<file path="src/dfs_pkg.sv">
package dfs_pkg;

    // ------------------------------------------------------------
    // Timing
    // ------------------------------------------------------------
    localparam int CLK_HZ    = 32'h017D7840;  // 25 MHz
    localparam int TICK_US   = 32'h000003E8;  // 1 ms qualification tick
    localparam int T_MOT_MS  = 32'h000003E8;  // 1 s motor/encoder
    localparam int T_SPD_MS  = 32'h000001F4;  // 0.5 s speed sensors
    localparam int T_COIL_MS = 32'h00000320;  // 0.8 s clutch coil

    // ------------------------------------------------------------
    // Fault channels
    // ------------------------------------------------------------
    localparam int NCH    = 5;
    localparam int CH_MOT = 0;
    localparam int CH_ENC = 1;
    localparam int CH_SPF = 2;
    localparam int CH_SPR = 3;
    localparam int CH_CLU = 4;
    localparam int QW     = 10;
    localparam logic [NCH-1:0][QW-1:0] QUAL_TICKS = {
        QW'(T_COIL_MS * 1000 / TICK_US),
        QW'(T_SPD_MS * 1000 / TICK_US),
        QW'(T_SPD_MS * 1000 / TICK_US),
        QW'(T_MOT_MS * 1000 / TICK_US),
        QW'(T_MOT_MS * 1000 / TICK_US)};
    // Encoder codes 0..8 valid
    localparam logic [15:0] ENC_VALID = 16'h01FF;

    // ------------------------------------------------------------
    // Clutch duty and touch-off source
    // ------------------------------------------------------------
    localparam logic [6:0] DUTY_MAX_PCT = 7'h58;  // 88 %
    localparam logic [1:0] TS_NORMAL    = 2'h0;
    localparam logic [1:0] TS_REAR      = 2'h1;
    localparam logic [1:0] TS_FRONT     = 2'h2;
    localparam logic [1:0] TS_ZERO      = 2'h3;

    // ------------------------------------------------------------
    // Register map
    // ------------------------------------------------------------
    localparam logic [7:0] A_STATUS = 8'h00;
    localparam logic [7:0] A_CODES  = 8'h04;
    localparam logic [7:0] A_CTRL   = 8'h08;
    localparam logic [1:0] R_OKAY   = 2'h0;
    localparam logic [1:0] R_SLVERR = 2'h2;

    typedef enum logic [2:0] {
        S_MEMREQ, S_MEMWAIT, S_NVMREQ, S_NVMWAIT, S_RUN
    } dfs_state_t;

endpackage : dfs_pkg

</file>
<file path="src/dfs_supervisor.sv">
// Register access over AXI4-Lite and the placing of the registers were chosen for this implementation.
`timescale 1ns/1ns
// Overview of operation
// - Check inputs and outputs; a fault lights lamp, stores code.
// - Codes go to the tester only on request.
// - Test memories at ignition; on failure self-reset and retest.
// - Memory fault inhibits everything; lamp stays dark.
// - Then test calibration; failure: lamp, default calibration, no codes.
// - Calibration fault holds until ignition cycle.
// - Motor or encoder fault for one second: lamp, code.
// - Motor off: output to ground or open circuit.
// - Motor on: output to ground, outputs shorted, or open.
// - Encoder code outside nine valid codes, or line to ground.
// - Motor or encoder failure, no shift running: refuse shifts.
// - Failure with shift pending: cancel it, refuse later shifts.
// - Invalid code in shift: stop, drive toward high, refuse shifts.
// - Fault clear one second: normal operation, lamp off, code kept.
// - Motor fault while energized holds until ignition cycle.
// - One speed sensor bad 0.5 s: lamp; high range uses other, no slip.
// - Speed fault in low range: maximum duty until low range ends.
// - Speed fault blocks new shifts until ignition cycle.
// - Both speed sensors bad 0.5 s: lamp; high range zero speed, no slip.
// - Sensors healthy 0.5 s: normal, lamp off, code kept.
// - Coil open or grounded 0.8 s: lamp, torque control halted.
// - Coil healthy 0.8 s: normal, lamp off, code kept.
// - Maximum clutch duty is eighty-eight percent.
module dfs_supervisor
    import dfs_pkg::*;
#(
    parameter int TICK_CYC = CLK_HZ / 1000000 * TICK_US
) (
    input  wire logic        clock,            // Clock
    input  wire logic        rst_n,            // Ignition reset
    input  wire logic [7:0]  s_axi_awaddr,     // AW address
    input  wire logic        s_axi_awvalid,    // AW valid
    output logic             s_axi_awready,    // AW ready
    input  wire logic [31:0] s_axi_wdata,      // W data
    input  wire logic [3:0]  s_axi_wstrb,      // W strobes
    input  wire logic        s_axi_wvalid,     // W valid
    output logic             s_axi_wready,     // W ready
    output logic [1:0]       s_axi_bresp,      // B response
    output logic             s_axi_bvalid,     // B valid
    input  wire logic        s_axi_bready,     // B ready
    input  wire logic [7:0]  s_axi_araddr,     // AR address
    input  wire logic        s_axi_arvalid,    // AR valid
    output logic             s_axi_arready,    // AR ready
    output logic [31:0]      s_axi_rdata,      // R data
    output logic [1:0]       s_axi_rresp,      // R response
    output logic             s_axi_rvalid,     // R valid
    input  wire logic        s_axi_rready,     // R ready
    output logic             memTestStart,     // Memory test go
    input  wire logic        memTestDone,      // Memory test end
    input  wire logic        romPass,          // Program ok
    input  wire logic        ramPass,          // Work ok
    output logic             selfReset,        // Self reset
    output logic             nvmTestStart,     // Cal test go
    input  wire logic        nvmTestDone,      // Cal test end
    input  wire logic        nvmPass,          // Cal ok
    input  wire logic        motorOn,          // Motor energized
    input  wire logic        motHlGnd,         // HL to ground
    input  wire logic        motLhGnd,         // LH to ground
    input  wire logic        motHlLh,          // HL to LH short
    input  wire logic        motOpen,          // Motor open
    input  wire logic [3:0]  encCode,          // Encoder code
    input  wire logic [3:0]  encLineGnd,       // Line to ground
    input  wire logic        spdFrontBad,      // Front bad
    input  wire logic        spdRearBad,       // Rear bad
    input  wire logic        coilOpen,         // Coil open
    input  wire logic        coilGnd,          // Coil to ground
    input  wire logic        low_range,        // Low range
    input  wire logic        shiftPending,     // Shift waiting
    input  wire logic        shiftRun,         // Shift running
    input  wire logic        testerReq,        // Codes request
    output logic             fault_warning_lamp, // Lamp
    output logic             funcEnable,       // Functions on
    output logic             useDefaultCal,    // Default cal
    output logic             shiftInhibit,     // Refuse shifts
    output logic             shiftCancel,      // Cancel pulse
    output logic             stopShift,        // Halt shift
    output logic             driveToHigh,      // Motor to high
    output logic             slipSuspend,      // Slip off
    output logic [1:0]       touchSel,         // Speed source
    output logic             clutchDutyMax,    // Max duty
    output logic [6:0]       clutchDutyPct,    // Duty percent
    output logic             torqueHalt,       // Torque off
    output logic             codeStore,        // Stored pulse
    output logic [NCH-1:0]   txCodes,          // Tester codes
    output logic             txValid           // Tester pulse
);

    // ------------------------------------------------------------
    // State
    // ------------------------------------------------------------
    typedef struct packed {
        dfs_state_t             state;
        logic [14:0]            tickCnt;
        logic [NCH-1:0][QW-1:0] cnt;
        logic [NCH-1:0]         qual;
        logic [NCH-1:0]         codes;
        logic                   nvmFault;
        logic                   motLatch;
        logic                   spdLock;
        logic                   dutyLatch;
        logic                   highLatch;
        logic                   codeOutEn;
        logic                   memStart;
        logic                   nvmStart;
        logic                   selfRst;
        logic                   cancel;
        logic                   store;
        logic                   txV;
        logic [NCH-1:0]         txC;
        logic                   lamp;
        logic                   funcEn;
        logic                   shInh;
        logic                   slipSus;
        logic [1:0]             touch;
        logic                   dutyMax;
        logic                   tHalt;
        logic                   awHeld;
        logic                   wHeld;
        logic [7:0]             awAddr;
        logic [31:0]            wData;
        logic [3:0]             wStrb;
        logic                   bV;
        logic [1:0]             bR;
        logic                   rV;
        logic [1:0]             rR;
        logic [31:0]            rD;
    } dfs_regs_t;

    dfs_regs_t r;
    dfs_regs_t next_r;

    logic                   tick;
    logic [NCH-1:0]         raw;
    logic [NCH-1:0]         qNext;
    logic [NCH-1:0][QW-1:0] cNext;
    logic                   running;
    logic                   motEnc;
    logic                   motEncNew;
    logic                   spdAny;
    logic [31:0]            statusWord;

    assign running = (r.state == S_RUN);
    assign tick    = (r.tickCnt == 15'(TICK_CYC - 1));

    // ------------------------------------------------------------
    // Raw fault conditions
    // ------------------------------------------------------------
    always_comb begin
        raw[CH_MOT] = motHlGnd | motLhGnd | motOpen;
        if (motorOn) begin
            raw[CH_MOT] = motHlGnd | motLhGnd | motHlLh | motOpen;
        end
        if (r.motLatch) begin
            raw[CH_MOT] = 1'b1;
        end
        raw[CH_ENC] = !ENC_VALID[encCode] | (|encLineGnd);
        raw[CH_SPF] = spdFrontBad;
        raw[CH_SPR] = spdRearBad;
        raw[CH_CLU] = coilOpen | coilGnd;
    end

    // ------------------------------------------------------------
    // Fault and recovery qualifiers
    // ------------------------------------------------------------
    for (genvar i = 0; i < NCH; i++) begin : g_qual
        always_comb begin
            qNext[i] = r.qual[i];
            cNext[i] = r.cnt[i];
            if (!running) begin
                qNext[i] = 1'b0;
                cNext[i] = '0;
            end else if (raw[i] == r.qual[i]) begin
                cNext[i] = '0;
            end else if (tick) begin
                if (r.cnt[i] == QUAL_TICKS[i] - 1'b1) begin
                    qNext[i] = raw[i];
                    cNext[i] = '0;
                end else begin
                    cNext[i] = r.cnt[i] + 1'b1;
                end
            end
        end
    end

    assign motEnc    = qNext[CH_MOT] | qNext[CH_ENC];
    assign motEncNew = motEnc & !(r.qual[CH_MOT] | r.qual[CH_ENC]);
    assign spdAny    = qNext[CH_SPF] | qNext[CH_SPR];

    assign statusWord = {18'h0, r.shInh, r.lamp, r.spdLock, r.motLatch,
                         r.nvmFault, r.qual, 1'h0, r.state};

    // ------------------------------------------------------------
    // Next state
    // ------------------------------------------------------------
    always_comb begin
        next_r          = r;
        next_r.memStart = 1'b0;
        next_r.nvmStart = 1'b0;
        next_r.selfRst  = 1'b0;
        next_r.cancel   = 1'b0;
        next_r.store    = 1'b0;
        next_r.txV      = 1'b0;
        next_r.tickCnt  = tick ? '0 : r.tickCnt + 1'b1;
        next_r.qual     = qNext;
        next_r.cnt      = cNext;

        case (r.state)
            S_MEMREQ: begin
                next_r.memStart = 1'b1;
                next_r.state    = S_MEMWAIT;
            end
            S_MEMWAIT: begin
                if (memTestDone && romPass && ramPass) begin
                    next_r.state = S_NVMREQ;
                end else if (memTestDone) begin
                    next_r.selfRst = 1'b1;
                    next_r.state   = S_MEMREQ;
                end
            end
            S_NVMREQ: begin
                next_r.nvmStart = 1'b1;
                next_r.state    = S_NVMWAIT;
            end
            S_NVMWAIT: begin
                if (nvmTestDone) begin
                    next_r.nvmFault = !nvmPass;
                    next_r.state    = S_RUN;
                end
            end
            S_RUN: begin
                next_r.state = S_RUN;
            end
            default: begin
                next_r.state = S_MEMREQ;
            end
        endcase

        if (running) begin
            if (qNext[CH_MOT] && !r.qual[CH_MOT] && motorOn) begin
                next_r.motLatch = 1'b1;
            end
            if (motEncNew && shiftPending) begin
                next_r.cancel = 1'b1;
            end
            if (qNext[CH_ENC] && !r.qual[CH_ENC] && shiftRun) begin
                next_r.highLatch = 1'b1;
            end
            if (spdAny) begin
                next_r.spdLock = 1'b1;
            end
            // max duty until low range ends
            if (!low_range) begin
                next_r.dutyLatch = 1'b0;
            end else if (spdAny) begin
                next_r.dutyLatch = 1'b1;
            end
        end

        // Software erase of stored codes
        if (r.awHeld && r.wHeld && !r.bV && r.awAddr == A_CODES
            && r.wStrb[0]) begin
            next_r.codes = r.codes & ~r.wData[NCH-1:0];
        end
        if (r.awHeld && r.wHeld && !r.bV && r.awAddr == A_CTRL
            && r.wStrb[0]) begin
            next_r.codeOutEn = r.wData[0];
        end
        // store code on new fault, set wins
        if (running && !r.nvmFault && (|(qNext & ~r.qual))) begin
            next_r.codes = next_r.codes | (qNext & ~r.qual);
            next_r.store = 1'b1;
        end
        if (testerReq && running && r.codeOutEn) begin
            next_r.txV = 1'b1;
            next_r.txC = r.codes;
        end

        next_r.funcEn = (next_r.state == S_RUN);
        next_r.lamp = running && (r.nvmFault || (|qNext));
        next_r.shInh = running && (motEnc || r.highLatch || next_r.spdLock);
        next_r.slipSus = running && spdAny && !low_range;
        next_r.touch   = TS_NORMAL;
        if (running && !low_range) begin
            case ({qNext[CH_SPR], qNext[CH_SPF]})
                2'h1:    next_r.touch = TS_REAR;
                2'h2:    next_r.touch = TS_FRONT;
                2'h3:    next_r.touch = TS_ZERO;
                default: next_r.touch = TS_NORMAL;
            endcase
        end
        next_r.dutyMax = running && next_r.dutyLatch;
        next_r.tHalt   = running && qNext[CH_CLU];

        // AXI4-Lite write channel
        if (s_axi_awvalid && !r.awHeld && !r.bV) begin
            next_r.awHeld = 1'b1;
            next_r.awAddr = s_axi_awaddr;
        end
        if (s_axi_wvalid && !r.wHeld && !r.bV) begin
            next_r.wHeld = 1'b1;
            next_r.wData = s_axi_wdata;
            next_r.wStrb = s_axi_wstrb;
        end
        if (r.awHeld && r.wHeld && !r.bV) begin
            next_r.awHeld = 1'b0;
            next_r.wHeld  = 1'b0;
            next_r.bV     = 1'b1;
            next_r.bR     = (r.awAddr == A_CODES || r.awAddr == A_CTRL)
                          ? R_OKAY : R_SLVERR;
        end else if (r.bV && s_axi_bready) begin
            next_r.bV = 1'b0;
        end

        // AXI4-Lite read channel
        if (s_axi_arvalid && !r.rV) begin
            next_r.rV = 1'b1;
            next_r.rR = R_OKAY;
            next_r.rD = '0;
            case (s_axi_araddr)
                A_STATUS: next_r.rD = statusWord;
                A_CODES:  next_r.rD = 32'(r.codes);
                A_CTRL:   next_r.rD = 32'(r.codeOutEn);
                default:  next_r.rR = R_SLVERR;
            endcase
        end else if (r.rV && s_axi_rready) begin
            next_r.rV = 1'b0;
        end
    end

    // ------------------------------------------------------------
    // Registers
    // ------------------------------------------------------------
    always_ff @(posedge clock) begin
        if (!rst_n) begin
            r           <= '0;
            r.state     <= S_MEMREQ;
            r.codeOutEn <= 1'b1;
        end else begin
            r <= next_r;
        end
    end

    // ------------------------------------------------------------
    // Outputs
    // ------------------------------------------------------------
    assign s_axi_awready      = !r.awHeld && !r.bV;
    assign s_axi_wready       = !r.wHeld && !r.bV;
    assign s_axi_bvalid       = r.bV;
    assign s_axi_bresp        = r.bR;
    assign s_axi_arready      = !r.rV;
    assign s_axi_rvalid       = r.rV;
    assign s_axi_rdata        = r.rD;
    assign s_axi_rresp        = r.rR;
    assign memTestStart       = r.memStart;
    assign selfReset          = r.selfRst;
    assign nvmTestStart       = r.nvmStart;
    assign fault_warning_lamp = r.lamp;
    assign funcEnable         = r.funcEn;
    assign useDefaultCal      = r.nvmFault;
    assign shiftInhibit       = r.shInh;
    assign shiftCancel        = r.cancel;
    assign stopShift          = r.highLatch;
    assign driveToHigh        = r.highLatch;
    assign slipSuspend        = r.slipSus;
    assign touchSel           = r.touch;
    assign clutchDutyMax      = r.dutyMax;
    assign clutchDutyPct      = r.dutyMax ? DUTY_MAX_PCT : 7'h00;
    assign torqueHalt         = r.tHalt;
    assign codeStore          = r.store;
    assign txCodes            = r.txC;
    assign txValid            = r.txV;

endmodule : dfs_supervisor

</file>
<file path="config.mk">
export PLATFORM = sky130hd
export DESIGN_NAME = dfs_supervisor
export DESIGN_NICKNAME = d
export VERILOG_FILES = /design/src/dfs_pkg.sv /design/src/dfs_supervisor.sv
export SDC_FILE = /design/constraint.sdc
export NUM_CORES = 1
export LEC_CHECK = 0
export BUFFER_PORTS_ARGS = -buffer_cell sky130_fd_sc_hd__buf_4
export CORE_AREA = 2 2 114 116
export CTS_BUF_LIST = sky130_fd_sc_hd__clkbuf_8
export CTS_CLUSTER_DIAMETER = 60
export CTS_CLUSTER_SIZE = 40
export DETAILED_ROUTE_END_ITERATION = 8
export DIE_AREA = 0 0 116 118
export PLACE_DENSITY = 0.73
export SKIP_CTS_REPAIR_TIMING = 1
export SLEW_MARGIN = 20
export SYNTH_ARGS = -nofsm -noshare
export SYNTH_HDL_FRONTEND = slang
export SYNTH_SLANG_ARGS = --single-unit
</file>
<file path="constraint.sdc">
create_clock -name clock -period 3.56 [get_ports clock]
set_clock_uncertainty 0.15 [all_clocks]
set_input_delay 0.178 -clock clock [delete_from_list [all_inputs] [get_ports clock]]
set_output_delay 0.178 -clock clock [all_outputs]
set_load 0.05 [all_outputs]
</file>
==> flow_summary.yaml <==
cts:
  cts_root_buf: "clkbuf_8"
  clk_path_buf_depth: 2
  cts_tree: "built"
  path_clk_slew_ps: 70
  insertion_delay_ps: 440
  cts.sink_count: 136
  ctsHtreeMaxLevel: 4
  cts-buffers-inserted: 17
floorplan:
  start_util_pct: 48.9
  ios: 155
  coreArea_mm2: 0.0124
  rows: 41
  die_area_mm2: 0.0137
  fp.dieH_um: 118
  fp.dieW_um: 116
finish:
  multiInputGateArea_mm2: 0.00296
  nNetsFinal: 885
  n_fill_cell: 1093
  layout-drive-gt1-share_pct: 17.4
  diodes: 0
  area_delta_synth_final_pct: 23.3
  seq_area_mm2: 0.00272
yosys:
  synth_edf_count: 0
  yosysTopAreaCellShare_pct: 44.9
  synth_area_leaders: "dfxtp_1 45%, buf_4 6.3%, xor2_1 6.2%, nor2_1 4.9%, nand2_1 4.4%"
  syn_avg_cell_area_um2: 8.86
  yosys.area.top_type: "dfxtp_1"
  synth_cell_types: 47
  synth-main-ff-cell: "dfxtp_1"
  yosysWarnings: 0
  synth-seq-cells: 136
  post-synth-top-count-cell: "dfxtp_1"
  syn_area_mm2: 0.00607
  synthCells: 685
  synth_common_cells: "136 x dfxtp_1, 79 x nor2_1, 71 x nand2_1"
  yosysSeqAreaShare_pct: 44.9
  async_reset_ff_share_pct: 0
global_routing:
  gr-total-overflow: 0
  grt_pass1_vias: 4615
  grt_start_max_net_pins: 59
  grt_pass1_wl_um: 21400
  antenna_found_initial: 0
  grt.total_usage_pct: 19.7
timing:
  drv_slew: 0
  tns_ps: 0
  worst_slack_ps: 600
  setup_viol: 0
  rsz0062_at_grt: "false"
  post-route-min-period_ps: 2960
  post-route-period-util_pct: 83.2
  hold_viol_final: 0
  worst_pin_slew_ps: 647
  relSlewSlack_pct: 56.6
  clock.fmax_mhz: 338
drt:
  drc_errors: 0
  wl_met3_um: 705
  highest_layer: "met4"
  wire_per_inst_um: 14.0
  vias: 5007
  dr_wl_met2_um: 6790
  first_iter_violations: 220
  m1WireLength_um: 5880
  totalWireLength_um: 13700
  ant_nets: 0
  dr.pass1.iters: 4
  vias_per_cell: 5.12
placed_design:
  gp_congestion: 0.840
  place_ws_ps: 625
  dpl.hpwl_um: 9580
  portBuffers: 100
flow_run:
  maxCapViolCount: 0
critical_path:
  arrival_ps: 3110
  cp-end-kind: "flop"
  required_ps: 3710
  regToRegSetupSlack_ps: 600
  crit_fanout: 15
  startpoint_type: "flop"
  critPathKind: "flop to flop"
power_and_ir_drop:
  p_leak_uw: 0.00288
  max-vdd-ir-drop_v: 0.000258
  p_total_uw: 3190
  powerDensity_mw_per_mm2: 427
worst_hold_path:
  holdCritPathClass: "input port to flop"
status:
  status: "completed"
area by class of cell:
cell class,instances,area share (%)
multi-input combinational,497,39.5
clock buffer,20,3.68
sequential,136,36.4
timing repair buffer,140,15.4
clock inverter,10,2.02
tap,172,2.88
inverter,2,0.100
path summary, 6_finish.rpt:
path,cells after the start,endpoint,from
setup / recovery,5,r[162],r[181]
hold / removal,4,s_axi_rdata[0],s_axi_araddr[2]
setup reg to reg,5,r[162],r[181]
hold reg to reg,2,r[79],r[79]
flip-flops by register name, indices dropped and copies added (netlist names), 2 cells and up:
register / cells
r: 98
s_axi_rdata: 14
txCodes: 5
touchSel: 2
through the flow:
| stage | cells | instance area [um^2] | hold slack [ps] | util, % |
|---|---|---|---|---|
| 5_1_grt | 977 | 7480 | 44.3 | 60.3 |
| 6_report | 977 | 7480 | 17.4 | 60.3 |
| 2_1_floorplan | 708 | 6150 | 104 | - |
| 3_5_place_dp | 912 | 6710 | 243 | 54.0 |
| 4_1_cts | 942 | 7130 | -240 | 57.4 |
| 3_3_place_gp | 912 | 6710 | 244 | 54.0 |
worst max-delay path, stage by stage, from the launching register on:
cell,delay (ps)
dfxtp_1,340
or4b_1,570
or4_1,800
buf_4,290
o211ai_1,550
nor2_1,110
power breakdown:
| group | total (uW) | internal [uW] | switching, uW |
|---|---|---|---|
| combinational | 267 | 107 | 160 |
| sequential | 1560 | 1540 | 18.6 |
| clock | 1360 | 804 | 559 |
| total | 3190 | 2450 | 738 |
per-layer routing:
| metal | up-vias | global-route usage [%] |
|---|---|---|
| met1 | 2346 | 24.0 |
| met5 | - | 0 |
| met4 | 0 | 8.41 |
| met2 | 126 | 32.1 |
| li1 | 2513 | - |
| met3 | 22 | 5.87 |
logic make-up after synthesis:
| logic type | Yosys count | synth area share, % |
|---|---|---|
| fa+ha+maj | 6 | 1.24 |
| flops | 136 | 44.9 |
| xor+xnor | 56 | 8.09 |
| other cells | 1 | 0.0618 |
| mux | 19 | 3.22 |
| buf+inv | 75 | 7.86 |
| compound gates | 83 | 9.12 |
| simple gates | 309 | 25.5 |
layout by cell type (no fill, tap or decap), types with 14 or more instances in the layout:
cell           synthesis  final
dfxtp_1              136    136
buf_4                 51    104
nor2_1                79     79
nand2_1               71     71
xor2_1                43     43
dlygate4sd3_1          0     35
nor2b_1               31     31
nand3_1               28     28
nand4_1               26     26
conb_1                 1     24
clkbuf_8               0     20
a21oi_1               19     19
mux2i_1               15     15
o21ai_0               14     14
Note: power is estimated with default switching activity, not from simulation.
